==> src/pkg/ddid_pkg.sv <==
// Constants and types shared by the digital input decoder.
// Assumes a single 200 MHz system clock.
package ddid_pkg;
  // ==========================================================
  // Timing
  localparam int CLK_MHZ = 200;
  localparam int DEB_TIME_US = 1000;
  localparam int DEB_CYC = DEB_TIME_US * CLK_MHZ;
  localparam int MS_TIME_US = 1000;
  localparam int MS_CYC = MS_TIME_US * CLK_MHZ;
  localparam logic [7:0] GATE_MS = 8'h64;
  localparam logic [3:0] GATE_SCALE = 4'hA;
  // ==========================================================
  // Terminals and codes
  localparam int NTERM = 8;
  localparam int FUNC_W = 5;
  localparam int NUM_W = 26;
  localparam logic [2:0] MULTI_SETUP_CODE = 3'h5;
  localparam logic [1:0] REMOTE_PRESET_CODE = 2'h2;
  localparam logic [9:0] PERMILLE_FULL = 10'h3E8;
  localparam logic [4:0] DIV_STEPS = 5'h1A;
  localparam logic [15:0] STEP_MAX = 16'hFFFF;
  // ==========================================================
  // Terminal functions, encoded in declaration order
  typedef enum logic [FUNC_W-1:0] {
    FN_NONE, FN_RESET, FN_COAST_N, FN_RST_COAST_N, FN_START,
    FN_REVERSE, FN_REV_START, FN_DC_HOLD_N, FN_INTERLOCK,
    FN_FRZ_REF, FN_FRZ_OUT, FN_SETUP_LSB, FN_SETUP_MSB,
    FN_PRESET_ON, FN_PRESET_LSB, FN_PRESET_MSB, FN_SPD_DOWN,
    FN_SPD_UP, FN_RUN_PERM, FN_JOG, FN_PROG_LOCK,
    FN_PULSE_REF, FN_PULSE_FB, FN_HAND_START, FN_AUTO_START
  } ddid_func_t;
  typedef enum logic [1:0] {MODE_OFF, MODE_HAND, MODE_AUTO} ddid_mode_t;
endpackage

==> src/rtl/ddid_debounce.sv <==
// Synchroniser and debouncer for one input terminal.
// Assumes the raw level may be asynchronous and bouncy.
`timescale 1ns/1ps
module ddid_debounce
  import ddid_pkg::*;
#(
  parameter int CYCLES = DEB_CYC
)(
  // Clock and reset
  input wire logic clk,
  input wire logic rst,
  // Raw terminal
  input wire logic rawIn,
  // Conditioned levels
  output logic syncOut,
  output logic cleanOut
);
  logic meta_q;
  logic sync_q;
  logic clean_q;
  logic [31:0] cnt_q;

  // ==========================================================
  // Two-stage synchroniser; meta_q feeds only sync_q
  always_ff @(posedge clk or posedge rst)
  begin
    if (rst)
    begin
      meta_q <= 1'b0;
      sync_q <= 1'b0;
    end
    else
    begin
      meta_q <= rawIn;
      sync_q <= meta_q;
    end
  end

  // Level must stay stable for CYCLES before it is taken, so one
  // bouncy edge yields one clean edge (see [RULE_23])
  always_ff @(posedge clk or posedge rst)
  begin
    if (rst)
    begin
      clean_q <= 1'b0;
      cnt_q <= 32'h0;
    end
    else if (sync_q == clean_q)
      cnt_q <= 32'h0;
    else if (cnt_q >= 32'(CYCLES - 1))
    begin
      clean_q <= sync_q;
      cnt_q <= 32'h0;
    end
    else
      cnt_q <= cnt_q + 32'h1;
  end

  assign syncOut = sync_q;
  assign cleanOut = clean_q;
endmodule

==> src/rtl/ddid_decoder.sv <==
// Digital input decoder: turns programmed terminals into drive commands.
// Assumes one clock; motor control and alarm logic sit downstream.
//
// Functional notes
// [RULE_01] Reset input clears alarms on rising edge
// [RULE_02] Coast input low turns output stage off
// [RULE_03] Reset-coast low coasts, resets on falling edge
// [RULE_04] DC hold low brakes; needs nonzero settings
// [RULE_05] Interlock low coasts and raises external fault
// [RULE_06] Start high runs, low stops
// [RULE_07] Reverse high flips direction; not closed loop
// [RULE_08] Reverse-start runs reversed; no separate start
// [RULE_09] Frozen reference held, changed by speed keys
// [RULE_10] Frozen output holds run; DC hold stops
// [RULE_11] Setup bits select set when multi-setup
// [RULE_12] Preset-on picks preset when remote/preset
// [RULE_13] Preset bits index one of four presets
// [RULE_14] Speed up/down act only while frozen
// [RULE_15] Each pulse steps one tenth unit
// [RULE_16] Start needs any run permissive high
// [RULE_17] Jog runs at jog frequency unless coasting
// [RULE_18] Lock blocks panel writes, bus writes allowed
// [RULE_19] Pulse frequency scales minimum to maximum reference
// [RULE_20] Hand start high runs, low gives off
// [RULE_21] Auto start wins over hand start
// [RULE_22] Terminal hand/auto override panel keys
// [RULE_23] Terminals synchronised and debounced before use; pulse inputs are only synchronised, not debounced
`timescale 1ns/1ps
module ddid_decoder
  import ddid_pkg::*;
#(
  parameter int DEB_CYCLES = DEB_CYC,
  parameter int MS_CYCLES = MS_CYC
)(
  // Clock and reset
  input wire logic clk,
  input wire logic rst,
  // Terminals and programmed functions
  input wire logic [NTERM-1:0] termIn,
  input wire logic [NTERM-1:0][FUNC_W-1:0] termFunc,
  // Configuration
  input wire logic closedLoop,
  input wire logic [2:0] activeSetupCfg,
  input wire logic [1:0] fixedSetup,
  input wire logic [1:0] refTypeCfg,
  input wire logic [7:0] dcBrakeCurrent,
  input wire logic [7:0] dcBrakeTimeMs,
  input wire logic [15:0] rampUpMs,
  input wire logic [15:0] rampDownMs,
  input wire logic [15:0] pulseRefMaxHz,
  // Drive state and panel
  input wire logic alarmTripLocked,
  input wire logic stopKey,
  input wire logic panelHandKey,
  input wire logic panelAutoKey,
  input wire logic panelOffKey,
  input wire logic busStart,
  input wire logic [15:0] presentRef,
  input wire logic [15:0] presentFreq,
  // Alarm and stop commands
  output logic alarmResetPulse_q,
  output logic coastCmd_q,
  output logic dcBrakeCmd_q,
  output logic extFault_q,
  // Run commands
  output logic runCmd_q,
  output logic reverseCmd_q,
  output logic jogCmd_q,
  output ddid_mode_t mode_q,
  // Selections
  output logic [1:0] setupSel_q,
  output logic presetActive_q,
  output logic [1:0] presetIdx_q,
  output logic panelWrEn_q,
  // Frozen values and pulse inputs
  output logic freezeRef_q,
  output logic freezeOut_q,
  output logic [15:0] frozenRef_q,
  output logic [15:0] frozenFreq_q,
  output logic [15:0] pulseRefPermille_q,
  output logic [19:0] pulseFbHz_q
);
  // ==========================================================
  // Terminal conditioning
  logic [NTERM-1:0] syncLvl;
  logic [NTERM-1:0] cleanLvl;

  for (genvar i = 0; i < NTERM; i++)
  begin : g_term
    ddid_debounce #(.CYCLES(DEB_CYCLES)) u_deb (
      .clk(clk),
      .rst(rst),
      .rawIn(termIn[i]),
      .syncOut(syncLvl[i]),
      .cleanOut(cleanLvl[i])
    );
  end

  // {assigned, any high, any low} over terminals carrying function f
  function automatic logic [2:0] fnState(input logic [NTERM-1:0] lvl,
    input logic [NTERM-1:0][FUNC_W-1:0] map, input ddid_func_t f);
    logic [2:0] s;
    s = 3'h0;
    for (int i = 0; i < NTERM; i++)
    begin
      if (map[i] == f)
      begin
        s[2] = 1'b1;
        s[1] = s[1] | lvl[i];
        s[0] = s[0] | !lvl[i];
      end
    end
    return s;
  endfunction

  // ==========================================================
  // Function decode
  logic [2:0] sRst, sCoast, sRc, sDc, sIlk, sStart, sRev, sRevSt;
  logic [2:0] sFrzR, sFrzO, sSuL, sSuM, sPrOn, sPrL, sPrM, sDn, sUp;
  logic [2:0] sPerm, sJog, sLock, sHand, sAuto, sPRef, sPFb;
  assign sRst = fnState(cleanLvl, termFunc, FN_RESET);
  assign sCoast = fnState(cleanLvl, termFunc, FN_COAST_N);
  assign sRc = fnState(cleanLvl, termFunc, FN_RST_COAST_N);
  assign sDc = fnState(cleanLvl, termFunc, FN_DC_HOLD_N);
  assign sIlk = fnState(cleanLvl, termFunc, FN_INTERLOCK);
  assign sStart = fnState(cleanLvl, termFunc, FN_START);
  assign sRev = fnState(cleanLvl, termFunc, FN_REVERSE);
  assign sRevSt = fnState(cleanLvl, termFunc, FN_REV_START);
  assign sFrzR = fnState(cleanLvl, termFunc, FN_FRZ_REF);
  assign sFrzO = fnState(cleanLvl, termFunc, FN_FRZ_OUT);
  assign sSuL = fnState(cleanLvl, termFunc, FN_SETUP_LSB);
  assign sSuM = fnState(cleanLvl, termFunc, FN_SETUP_MSB);
  assign sPrOn = fnState(cleanLvl, termFunc, FN_PRESET_ON);
  assign sPrL = fnState(cleanLvl, termFunc, FN_PRESET_LSB);
  assign sPrM = fnState(cleanLvl, termFunc, FN_PRESET_MSB);
  assign sDn = fnState(cleanLvl, termFunc, FN_SPD_DOWN);
  assign sUp = fnState(cleanLvl, termFunc, FN_SPD_UP);
  assign sPerm = fnState(cleanLvl, termFunc, FN_RUN_PERM);
  assign sJog = fnState(cleanLvl, termFunc, FN_JOG);
  assign sLock = fnState(cleanLvl, termFunc, FN_PROG_LOCK);
  assign sHand = fnState(cleanLvl, termFunc, FN_HAND_START);
  assign sAuto = fnState(cleanLvl, termFunc, FN_AUTO_START);
  // Pulse inputs skip the debouncer, which would swallow fast trains
  assign sPRef = fnState(syncLvl, termFunc, FN_PULSE_REF);
  assign sPFb = fnState(syncLvl, termFunc, FN_PULSE_FB);

  // Inverted functions are active when any assigned terminal is low
  logic rcLow, dcLow, ilkLow, coastLow, dcEnable, dcStop;
  assign rcLow = sRc[2] & sRc[0];
  assign dcLow = sDc[2] & sDc[0];
  assign ilkLow = sIlk[2] & sIlk[0];
  assign coastLow = (sCoast[2] & sCoast[0]) | rcLow | ilkLow; // see [RULE_02]
  assign dcEnable = (dcBrakeCurrent != 8'h0) && (dcBrakeTimeMs != 8'h0); // see [RULE_04]
  assign dcStop = dcLow & dcEnable;

  // ==========================================================
  // Edge history
  logic rstPrev_q, rcPrev_q, dcPrev_q, frzRPrev_q, frzOPrev_q;
  always_ff @(posedge clk or posedge rst)
  begin
    if (rst)
    begin
      rstPrev_q <= 1'b0;
      rcPrev_q <= 1'b0;
      dcPrev_q <= 1'b0;
      frzRPrev_q <= 1'b0;
      frzOPrev_q <= 1'b0;
    end
    else
    begin
      rstPrev_q <= sRst[1];
      rcPrev_q <= rcLow;
      dcPrev_q <= dcLow;
      frzRPrev_q <= sFrzR[1];
      frzOPrev_q <= sFrzO[1];
    end
  end

  // Reset events: rising reset input, falling reset-coast input
  logic resetEvt;
  assign resetEvt = (sRst[1] & !rstPrev_q) | (rcLow & !rcPrev_q); // see [RULE_01] [RULE_03]

  // ==========================================================
  // Millisecond tick for timers and the pulse gate
  logic [31:0] msCnt_q;
  logic msTick;
  assign msTick = (msCnt_q == 32'(MS_CYCLES - 1));
  always_ff @(posedge clk or posedge rst)
  begin
    if (rst)
      msCnt_q <= 32'h0;
    else if (msTick)
      msCnt_q <= 32'h0;
    else
      msCnt_q <= msCnt_q + 32'h1;
  end

  // ==========================================================
  // Alarm, coast and external fault
  always_ff @(posedge clk or posedge rst)
  begin
    if (rst)
    begin
      alarmResetPulse_q <= 1'b0;
      coastCmd_q <= 1'b0;
      extFault_q <= 1'b0;
    end
    else
    begin
      // Trip-locked alarms need a power cycle, not a terminal
      alarmResetPulse_q <= resetEvt & !alarmTripLocked; // see [RULE_01]
      coastCmd_q <= coastLow; // see [RULE_02] [RULE_03] [RULE_05]
      // Set wins over a simultaneous clear
      if (ilkLow)
        extFault_q <= 1'b1; // see [RULE_05]
      else if (resetEvt | stopKey)
        extFault_q <= 1'b0;
    end
  end

  // ==========================================================
  // DC hold: brake for the configured time after the input falls
  logic [7:0] dcTimer_q;
  always_ff @(posedge clk or posedge rst)
  begin
    if (rst)
    begin
      dcTimer_q <= 8'h0;
      dcBrakeCmd_q <= 1'b0;
    end
    else
    begin
      if (dcLow & !dcPrev_q)
        dcTimer_q <= dcBrakeTimeMs;
      else if (msTick && dcTimer_q != 8'h0)
        dcTimer_q <= dcTimer_q - 8'h1;
      dcBrakeCmd_q <= dcStop && (dcTimer_q != 8'h0); // see [RULE_04]
    end
  end

  // ==========================================================
  // Hand / auto / off mode
  always_ff @(posedge clk or posedge rst)
  begin
    if (rst)
      mode_q <= MODE_AUTO;
    else if (sAuto[1])
      mode_q <= MODE_AUTO; // see [RULE_21]
    else if (sHand[1])
      mode_q <= MODE_HAND; // see [RULE_20]
    else if (sHand[2] | sAuto[2])
      mode_q <= MODE_OFF; // see [RULE_20] [RULE_21] [RULE_22]
    else if (panelAutoKey)
      mode_q <= MODE_AUTO;
    else if (panelHandKey)
      mode_q <= MODE_HAND;
    else if (panelOffKey)
      mode_q <= MODE_OFF;
  end

  // ==========================================================
  // Run, jog and direction
  logic startLvl, permit, demand, frzHold, runNext;
  // Combined reverse-start input is dead in closed loop
  assign startLvl = sStart[1] | (sRevSt[1] & !closedLoop); // see [RULE_06] [RULE_08]
  assign permit = !sPerm[2] | sPerm[1]; // see [RULE_16]
  assign demand = (mode_q == MODE_HAND)
    | ((mode_q == MODE_AUTO) & (startLvl | busStart));
  // Frozen output keeps running whatever the start input does
  assign frzHold = sFrzO[1] & runCmd_q; // see [RULE_10]
  assign runNext = !coastLow & !dcStop & permit
    & ((sJog[1]) | demand | frzHold); // see [RULE_16] [RULE_17]

  always_ff @(posedge clk or posedge rst)
  begin
    if (rst)
    begin
      runCmd_q <= 1'b0;
      jogCmd_q <= 1'b0;
      reverseCmd_q <= 1'b0;
    end
    else
    begin
      runCmd_q <= runNext; // see [RULE_06]
      jogCmd_q <= sJog[1] & !coastLow; // see [RULE_17]
      reverseCmd_q <= !closedLoop & (sRev[1] | sRevSt[1]); // see [RULE_07] [RULE_08]
    end
  end

  // ==========================================================
  // Setup, preset and programming lock
  always_ff @(posedge clk or posedge rst)
  begin
    if (rst)
    begin
      setupSel_q <= 2'h0;
      presetActive_q <= 1'b0;
      presetIdx_q <= 2'h0;
      panelWrEn_q <= 1'b1;
    end
    else
    begin
      if (activeSetupCfg == MULTI_SETUP_CODE)
        setupSel_q <= {sSuM[1], sSuL[1]}; // see [RULE_11]
      else
        setupSel_q <= fixedSetup;
      presetActive_q <= (refTypeCfg == REMOTE_PRESET_CODE) & sPrOn[1]; // see [RULE_12]
      presetIdx_q <= {sPrM[1], sPrL[1]}; // see [RULE_13]
      // Only panel writes are gated; the bus path never sees this
      panelWrEn_q <= !sLock[1]; // see [RULE_18]
    end
  end

  // ==========================================================
  // Speed up/down stepping of frozen values
  logic upOnly, dnOnly, upPrev_q, dnPrev_q, frzAny;
  logic [15:0] rampMs_q;
  logic stepUp, stepDn;
  assign upOnly = sUp[1] & !sDn[1];
  assign dnOnly = sDn[1] & !sUp[1];
  assign frzAny = sFrzR[1] | sFrzO[1]; // see [RULE_14]
  // First step on the edge, then one per ramp period while held
  assign stepUp = frzAny & upOnly & ((!upPrev_q)
    | (msTick && rampUpMs != 16'h0 && rampMs_q + 16'h1 >= rampUpMs)); // see [RULE_15]
  assign stepDn = frzAny & dnOnly & ((!dnPrev_q)
    | (msTick && rampDownMs != 16'h0 && rampMs_q + 16'h1 >= rampDownMs)); // see [RULE_15]

  always_ff @(posedge clk or posedge rst)
  begin
    if (rst)
    begin
      upPrev_q <= 1'b0;
      dnPrev_q <= 1'b0;
      rampMs_q <= 16'h0;
    end
    else
    begin
      upPrev_q <= upOnly;
      dnPrev_q <= dnOnly;
      if (!(upOnly | dnOnly) | stepUp | stepDn)
        rampMs_q <= 16'h0;
      else if (msTick)
        rampMs_q <= rampMs_q + 16'h1;
    end
  end

  // Frozen values survive stop; supply-loss retention is the
  // storage owner's job, fed from these outputs
  always_ff @(posedge clk or posedge rst)
  begin
    if (rst)
    begin
      freezeRef_q <= 1'b0;
      freezeOut_q <= 1'b0;
      frozenRef_q <= 16'h0;
      frozenFreq_q <= 16'h0;
    end
    else
    begin
      freezeRef_q <= sFrzR[1];
      freezeOut_q <= sFrzO[1];
      if (sFrzR[1] & !frzRPrev_q)
        frozenRef_q <= presentRef; // see [RULE_09]
      else if (sFrzR[1] & stepUp & frozenRef_q != STEP_MAX)
        frozenRef_q <= frozenRef_q + 16'h1; // see [RULE_14]
      else if (sFrzR[1] & stepDn & frozenRef_q != 16'h0)
        frozenRef_q <= frozenRef_q - 16'h1;
      if (sFrzO[1] & !frzOPrev_q)
        frozenFreq_q <= presentFreq; // see [RULE_10]
      else if (sFrzO[1] & stepUp & frozenFreq_q != STEP_MAX)
        frozenFreq_q <= frozenFreq_q + 16'h1; // see [RULE_14]
      else if (sFrzO[1] & stepDn & frozenFreq_q != 16'h0)
        frozenFreq_q <= frozenFreq_q - 16'h1;
    end
  end

  // ==========================================================
  // Pulse frequency measurement over a fixed gate
  logic refPrev_q, fbPrev_q, gateEnd;
  logic [7:0] gateCnt_q;
  logic [15:0] refCnt_q, fbCnt_q;
  logic [19:0] refHz, refClamp;
  assign gateEnd = msTick && (gateCnt_q == GATE_MS - 8'h1);
  assign refHz = refCnt_q * GATE_SCALE;
  assign refClamp = (refHz > {4'h0, pulseRefMaxHz}) ? {4'h0, pulseRefMaxHz} : refHz;

  always_ff @(posedge clk or posedge rst)
  begin
    if (rst)
    begin
      refPrev_q <= 1'b0;
      fbPrev_q <= 1'b0;
      gateCnt_q <= 8'h0;
      refCnt_q <= 16'h0;
      fbCnt_q <= 16'h0;
      pulseFbHz_q <= 20'h0;
    end
    else
    begin
      refPrev_q <= sPRef[1];
      fbPrev_q <= sPFb[1];
      if (gateEnd)
      begin
        gateCnt_q <= 8'h0;
        refCnt_q <= 16'h0;
        fbCnt_q <= 16'h0;
        pulseFbHz_q <= fbCnt_q * GATE_SCALE;
      end
      else
      begin
        if (msTick)
          gateCnt_q <= gateCnt_q + 8'h1;
        if (sPRef[1] & !refPrev_q & refCnt_q != STEP_MAX)
          refCnt_q <= refCnt_q + 16'h1;
        if (sPFb[1] & !fbPrev_q & fbCnt_q != STEP_MAX)
          fbCnt_q <= fbCnt_q + 16'h1;
      end
    end
  end

  // Serial divider: permille = clamp(f) * 1000 / fmax, slow but small
  logic divBusy_q;
  logic [4:0] divCnt_q;
  logic [NUM_W-1:0] quo_q;
  logic [16:0] rem_q, remS;
  assign remS = {rem_q[15:0], quo_q[NUM_W-1]};

  always_ff @(posedge clk or posedge rst)
  begin
    if (rst)
    begin
      divBusy_q <= 1'b0;
      divCnt_q <= 5'h0;
      quo_q <= '0;
      rem_q <= 17'h0;
      pulseRefPermille_q <= 16'h0;
    end
    else if (gateEnd)
    begin
      divBusy_q <= (pulseRefMaxHz != 16'h0);
      divCnt_q <= DIV_STEPS;
      quo_q <= NUM_W'(refClamp) * NUM_W'(PERMILLE_FULL); // see [RULE_19]
      rem_q <= 17'h0;
      if (pulseRefMaxHz == 16'h0)
        pulseRefPermille_q <= 16'h0;
    end
    else if (divBusy_q)
    begin
      if (remS >= {1'b0, pulseRefMaxHz})
      begin
        rem_q <= remS - {1'b0, pulseRefMaxHz};
        quo_q <= {quo_q[NUM_W-2:0], 1'b1};
      end
      else
      begin
        rem_q <= remS;
        quo_q <= {quo_q[NUM_W-2:0], 1'b0};
      end
      divCnt_q <= divCnt_q - 5'h1;
      if (divCnt_q == 5'h1)
      begin
        divBusy_q <= 1'b0;
        pulseRefPermille_q <= (remS >= {1'b0, pulseRefMaxHz})
          ? {quo_q[14:0], 1'b1} : {quo_q[14:0], 1'b0}; // see [RULE_19]
      end
    end
  end
endmodule

==> config.mk <==
export PLATFORM = sky130hd
export DESIGN_NAME = ddid_decoder
export DESIGN_NICKNAME = d
export VERILOG_FILES = /design/src/pkg/ddid_pkg.sv /design/src/rtl/ddid_debounce.sv /design/src/rtl/ddid_decoder.sv
export SDC_FILE = /design/constraint.sdc
export NUM_CORES = 2
export LEC_CHECK = 0
export ABC_CLOCK_PERIOD_IN_PS = 10000
export BUFFER_PORTS_ARGS = -buffer_cell sky130_fd_sc_hd__buf_4
export CORE_MARGIN = 10
export CORE_UTILIZATION = 35
export CTS_CLUSTER_SIZE = 10
export DETAILED_ROUTE_END_ITERATION = 7
export GPL_TIMING_DRIVEN = 0
export PLACE_DENSITY = 0.58
export SYNTH_ARGS = -nofsm -noshare
export SYNTH_HDL_FRONTEND = slang
export SYNTH_HIERARCHICAL = 1
export SYNTH_SLANG_ARGS = --single-unit
==> constraint.sdc <==
create_clock -name clk -period 10 [get_ports clk]
set_input_delay 2 -clock clk [delete_from_list [all_inputs] [get_ports clk]]
set_output_delay 2 -clock clk [all_outputs]
set_load 0.005 [all_outputs]
* Yosys cells after proc, flatten, opt, wreduce, memory -nomap -nowiden
Index checks and enable logic that the tools add are counted.
Widths: inputs -> output; s select.
** Cells by class
- $add $sub $neg :: 20
- Multipliers :: 3
- Order comparisons :: 12
- Eq/ne operators :: 212
- Multiplexer cells :: 251
- Bitwise operators :: 400
- Reduce and logical (&&, ||, !) cells :: 71
** Operators by type and width (count)
- $mux 32 :: 17
- $eq 5x5->1 const B :: 72
- $or 1x1->1 :: 354
- $eq 5x4->1 const B :: 64
- $mux 16 :: 19
- $add 32x1->32 const B :: 9
- $mux 2 :: 143
- $ge 32x18->1 const B :: 8
- $mux 3 :: 56
- $eq 5x3->1 const B :: 32
- $add 16x1->16 const B :: 5
- $eq 5x2->1 const B :: 16
- $reduce_bool 16->1 :: 5
- $ne 16x16->1 const B :: 4
- $mux 26 :: 2
- $eq 5x1->1 const B :: 9
- $and 1x1->1 :: 38
- $mul 16x3->19 const B :: 2
- $logic_not 1->1 :: 34
- $eq 32x18->1 const B :: 1
- $ge 16x16->1 :: 2
- $mux 8 :: 4
- $sub 16x1->16 const B :: 2
- $reduce_bool 8->1 :: 3
- other kinds (24) :: 68
** Word-level totals
- Flip-flop bits (word level) :: 515
- Bits of input ports :: 160
- Word-level logic and storage cells :: 1036

* Logic depth before layout (Yosys ltp)
- Depth after elaboration :: 25
- Depth in mapped cells :: 35
- Mapped depth without buffers :: 34

* Modules after synthesis
Netlist, hierarchy kept.
** By module, submodules not included
- ddid_decoder :: instances 1, cells an instance 2419, area an instance 21011.4 um^2
- ddid_debounce :: instances 8, cells an instance 123, area an instance 1529.0 um^2

* Least setup slack after synthesis
Ideal clock, no wire load.
- Kind :: register to register
- Start point :: register refCnt_q[5]
- End point :: register quo_q[25]
- Library setup time :: 94 ps
- Data arrival time :: 7849 ps
- Path slack :: 2058 ps
- Cell stages (with the launch flop) :: 34
- Clock period less this slack :: 7942 ps
- Cells stage by stage :: dfrtp_1 ha_1 ha_1 or3_1 o31ai_1 nor2_1 o21a_1 nor2_1 xnor2_1 ha_1 a21o_1 a21o_1 a21oi_1 nand2_1 o21ai_0 o211a_1 nand3_1 buf_2 mux2i_1 fa_1 inv_1 fa_1 fa_1 inv_1 fa_1 ha_1 a21oi_1 o21ai_0 o21ai_0 o311ai_0 nand4_1 a31oi_1 o21a_1 a211oi_1
** On the way
- Cells in the longest elaborated chain, start to end :: 5
** Ends and longest elaborated chain
- start: declaration :: RTL line ddid_decoder.sv:381 : logic [15:0] refCnt_q, fbCnt_q;
- start signal: assignment :: RTL line ddid_decoder.sv:414 : refCnt_q <= refCnt_q + 16'h1;
- $mul 16x3->19 (*) :: RTL line ddid_decoder.sv:384 : assign refHz = refCnt_q * GATE_SCALE;
- $gt 20x16->1 :: RTL line ddid_decoder.sv:385 : assign refClamp = (refHz > {4'h0, pulseRefMaxHz}) ? {4'h0, pulseRefMaxHz} : refHz;
- $mux 20 (*) :: RTL line ddid_decoder.sv:385
- $mul 20x7->23 (*) :: RTL line ddid_decoder.sv:442 : quo_q <= NUM_W'(refClamp) * NUM_W'(PERMILLE_FULL);
- $mux 26 (*) :: RTL line ddid_decoder.sv:438 : else if (gateEnd)
- end signal: assignment :: RTL line ddid_decoder.sv:442
- end signal: assignment :: RTL line ddid_decoder.sv:452 : quo_q <= {quo_q[NUM_W-2:0], 1'b1};
- end signal: assignment :: RTL line ddid_decoder.sv:457 : quo_q <= {quo_q[NUM_W-2:0], 1'b0};
- end: declaration :: RTL line ddid_decoder.sv:424 : logic [NUM_W-1:0] quo_q;
Mark *: on every way between the ends. The rest lies on a longest branch, timed or not.
A chain may end at the register's enable or synchronous reset.

* Worst setup path after layout
- Start point :: register refCnt_q[2]
- End point :: register quo_q[25]
The elaborated chain is that of the path after synthesis.

==> flow_metrics.env <==
export IMPL_grt_first_pass_wirelength_um=150000
export IMPL_placement_cell_area_sq_mm=0.0370
export IMPL_place_hpwl_um=71100
export IMPL_postSynth_topFlopCell="sky130_fd_sc_hd__dfrtp_1"
export IMPL_final_period_utilization=0.910
export IMPL_pin_count=245
export IMPL_synthDominantAreaCellType="sky130_fd_sc_hd__dfrtp_1"
export IMPL_setup_worst_path_start_class="register"
export IMPL_synth_xor_area_frac=0.0706
export IMPL_placement_rows=112
export IMPL_cts_max_level=3
export IMPL_maxSlewHeadroom=0.112
export IMPL_vdd_ir_drop_worst_mv=0.394
export IMPL_grt_start_max_net_pins=111
export IMPL_final_max_slew_viol_count=0
export IMPL_finalNetCount=4261
export IMPL_portion_of_synthesized_cell_area_occupied_by_the_leading_cell_type=0.386
export IMPL_globalRouteOverflowTotal=0
export IMPL_fmax_mhz=110
export IMPL_worstPathArrival_ps=9600
export IMPL_power_density_cell_area_mw_per_mm2=234
export IMPL_mappedNetlistArea_sq_mm=0.0332
export IMPL_fin_skew_ps=51.3
export IMPL_layout_drive_gt1_share=0.155
export IMPL_synth_edff_count=0
export IMPL_postSynthAreaPerCell_sq_um=9.77
export IMPL_yosysMostFrequentCell="sky130_fd_sc_hd__dfrtp_1"
export IMPL_groute_usage_overall=0.170
export IMPL_ys_ff_latch=515
export IMPL_initial_core_util=0.355
export IMPL_drt_vias_per_instance=5.24
export IMPL_rsz0062_at_grt="false"
export IMPL_async_reset_ff_frac=1.00
export IMPL_p_leak_nw=16.9
export IMPL_worst_r2r_endpoint="quo_q[25]$_DFFE_PP0P_"
export IMPL_yosysUniqueCellTypes=91
export IMPL_worst_setup_path_startpoint="refCnt_q[2]$_DFFE_PP0P_"
export IMPL_hp_class="reg -> reg"
export IMPL_hold_path_startpoint="g_term[2].u_deb/meta_q$_DFF_PP0_"
export IMPL_path_max_fanout=10
export IMPL_route_detailed_wl_per_inst_um=18.2
export IMPL_postRouteWirelength_um=93000
export IMPL_dr_total_vias=26773
export IMPL_r2r_setup_slack_ps=900
export IMPL_synth_sequential_area_ratio=0.388
export IMPL_finalCriticalPeriod_ps=9100
export IMPL_cts_root_buffer_cell="sky130_fd_sc_hd__clkbuf_16"
export IMPL_layout_filler_cells=9179
export IMPL_yosys_top_cells_area="sky130_fd_sc_hd__dfrtp_1 (39%), sky130_fd_sc_hd__ha_1 (8.0%), sky130_fd_sc_hd__fa_1 (4.2%), sky130_fd_sc_hd__xnor2_1 (3.8%), sky130_fd_sc_hd__xor2_1 (3.2%)"
export IMPL_ctsLongestPathBuffers=3
export IMPL_die_area_sq_mm=0.108
export IMPL_area_growth_pct=17.7
export IMPL_place_port_buffers=228
export IMPL_synthesis_yosys_warnings=6
export IMPL_hold_violations=0
export IMPL_clk_pin_slew_worst_paths_ps=50
export IMPL_design_core_area_sq_mm=0.0937
export IMPL_clock_sink_count=515
export IMPL_worst_pin_slew_ps=1320
export IMPL_dominant_combinational_cell_family_by_area_after_synthesis="simple AND/OR/NAND/NOR gates"
export IMPL_first_global_vias=26878
export IMPL_muxShareOfSynthArea=0.0244
export IMPL_result_of_the_run="finished clean"
export IMPL_die_h_um=328
export IMPL_r2r_start="refCnt_q[2]$_DFFE_PP0P_"
export IMPL_cpPeakStageDelay_ps=570
export IMPL_synth_adder_area_share=0.122
export IMPL_final_design_area_no_fill_sq_mm=0.0391
export IMPL_share_of_the_synthesized_area_in_compound_gates_ao_oa_aoi_oai=0.123
export IMPL_synth_cells=3403
export IMPL_synth_cells_most_frequent="sky130_fd_sc_hd__dfrtp_1 (513), sky130_fd_sc_hd__nand2_1 (248), sky130_fd_sc_hd__inv_1 (228)"
export IMPL_drc=0
export IMPL_totalNegativeSetupSlack_ps=0
export IMPL_worstSetupPathType="reg -> reg"
export IMPL_post_synth_and_or_nand_nor_area_fraction=0.226
export IMPL_drt_initial_drc_count=1954
export IMPL_dr_pass1_iters=6
export IMPL_worst_ep_required_time_ps=10510
export IMPL_worst_skew_pair_late_latency_ps=650
export IMPL_route_antenna_remaining_nets=0
export IMPL_reg2regPathDepth=35
export IMPL_report_final_setup_viol=0
export IMPL_antenna_found_initial=8
export IMPL_crit_end="quo_q[25]$_DFFE_PP0P_"
export IMPL_cts_tree="yes"
export IMPL_gp_routability_congestion=0.961
export IMPL_cts_made_buffers=66
export IMPL_critical_path_s_slowest_cell="sky130_fd_sc_hd__fa_1"
export IMPL_fp_dieW_um=328
export IMPL_drv_max_cap_violation_count=0
export IMPL_worstSetupEndpointType="register"
logic make-up (layout without fill, tap and decap cells):
logic type,after synthesis,after routing
other,10,129
adders and majority gates,282,282
and+or+nand+nor,1302,1302
xor gates and xnor gates,268,268
DFF,515,515
AOI/OAI and AO/OA,616,616
muxes,76,76
buffers and inverters,334,665
worst max-delay path, delay by kind of cell, from the launching register on:
family	cells	cell delay, ps
AOI/OAI and AO/OA	14	3480
muxes	1	180
xor gates and xnor gates	1	190
and+or+nand+nor	7	840
buffers and inverters	4	460
DFF	1	470
adders and majority gates	8	3360
where the power goes:
group	switching (mW)	internal (mW)	leakage, nW	total [mW]
sequential	0.189	2.23	6.62	2.42
combinational	2.48	1.95	9.31	4.42
clock	0.933	1.37	1.01	2.30
total	3.60	5.54	16.9	9.14
stage by stage:
stage	instances	setup slack [ps]	hold WS (ps)	total power, mW	utilization
final	5107	903	346	9.14	0.417
after global routing	5105	78.0	360	9.99	0.417
after CTS	5105	694	348	9.24	0.417
after detailed placement	5005	750	336	6.82	0.395
after global placement	5002	-2600	336	6.85	0.394
after floorplan	3520	1560	331	5.82	-
state kept, by name, indices dropped and copies added (netlist names), 5 cells and up:
register,flops
dcTimer_q,8
rampMs_q,16
rem_q,16
g_term.u_deb/syncOut,8
g_term.u_deb/meta_q,8
pulseRefPermille_q,16
divCnt_q,5
g_term.u_deb/cnt_q,256
g_term.u_deb/cleanOut,8
refCnt_q,16
gateCnt_q,8
fbCnt_q,16
msCnt_q,32
frozenRef_q,16
pulseFbHz_q,19
frozenFreq_q,16
quo_q,26
worst min path at each step:
stage	endpoint	slack [ps]	cells after the start
after floorplan	g_term[0].u_deb/syncOut$_DFF_PP0_	330	0
after CTS	g_term[2].u_deb/syncOut$_DFF_PP0_	350	0
final	g_term[2].u_deb/syncOut$_DFF_PP0_	350	0
after global routing	g_term[3].u_deb/syncOut$_DFF_PP0_	360	0
after global placement	g_term[4].u_deb/syncOut$_DFF_PP0_	340	0
after detailed placement	g_term[5].u_deb/syncOut$_DFF_PP0_	340	0
final cells by class:
| type | count | area [sq um] | area share |
|---|---|---|---|
| Sequential cell | 515 | 12900 | 0.329 |
| Tap cell | 1254 | 1570 | 0.0401 |
| Antenna cell | 2 | 5.00 | 0.000128 |
| Timing Repair Buffer | 231 | 1770 | 0.0453 |
| Inverter | 228 | 863 | 0.0221 |
| Buffer | 106 | 657 | 0.0168 |
| Multi-Input combinational cell | 2671 | 19300 | 0.493 |
| Clock buffer | 88 | 1880 | 0.0480 |
| Clock inverter | 12 | 210 | 0.00537 |
cell usage in the layout (no fill, tap or decap), types with 24 or more instances in the layout:
| cell | synthesis | final |
|---|---|---|
| sky130_fd_sc_hd__nor2b_1 | 35 | 35 |
| sky130_fd_sc_hd__dfrtp_1 | 513 | 513 |
| sky130_fd_sc_hd__mux2_2 | 40 | 40 |
| sky130_fd_sc_hd__ha_1 | 212 | 212 |
| sky130_fd_sc_hd__o31ai_1 | 33 | 33 |
| sky130_fd_sc_hd__nand4_1 | 106 | 106 |
| sky130_fd_sc_hd__o22ai_1 | 43 | 43 |
| sky130_fd_sc_hd__nand2_1 | 248 | 248 |
| sky130_fd_sc_hd__nor2_1 | 212 | 212 |
| sky130_fd_sc_hd__o21ai_0 | 139 | 139 |
| sky130_fd_sc_hd__mux2i_1 | 36 | 35 |
| sky130_fd_sc_hd__xnor2_1 | 145 | 145 |
| sky130_fd_sc_hd__xor2_1 | 123 | 123 |
| sky130_fd_sc_hd__a21oi_1 | 116 | 116 |
| sky130_fd_sc_hd__clkbuf_1 | 57 | 67 |
| sky130_fd_sc_hd__fa_1 | 70 | 70 |
| sky130_fd_sc_hd__conb_1 | 10 | 127 |
| sky130_fd_sc_hd__nand3_1 | 134 | 134 |
| sky130_fd_sc_hd__inv_1 | 228 | 219 |
| sky130_fd_sc_hd__and3_1 | 42 | 42 |
| sky130_fd_sc_hd__buf_4 | 10 | 238 |
| sky130_fd_sc_hd__nor3_1 | 105 | 105 |
| sky130_fd_sc_hd__nand2b_1 | 37 | 37 |
| sky130_fd_sc_hd__nor4_1 | 80 | 80 |
| sky130_fd_sc_hd__and2_1 | 29 | 29 |
| sky130_fd_sc_hd__clkbuf_16 | 0 | 68 |
| sky130_fd_sc_hd__a211oi_1 | 81 | 81 |
| sky130_fd_sc_hd__nor3_2 | 80 | 80 |
| sky130_fd_sc_hd__a21o_1 | 27 | 27 |
| sky130_fd_sc_hd__nor4_2 | 24 | 24 |
per-layer routing:
metal	wire (um)	global-route usage
met5	50	0
met4	2900	0.0588
met3	5880	0.0377
met2	42200	0.272
met1	42000	0.226
repair_timing:
item                       4_1_cts  5_1_grt
hold buffers                     0        0
gates resized for setup          0        1
setup buffers                    0        0
setup endpoints to repair        0        1
Power figures use the tool's default switching activity.
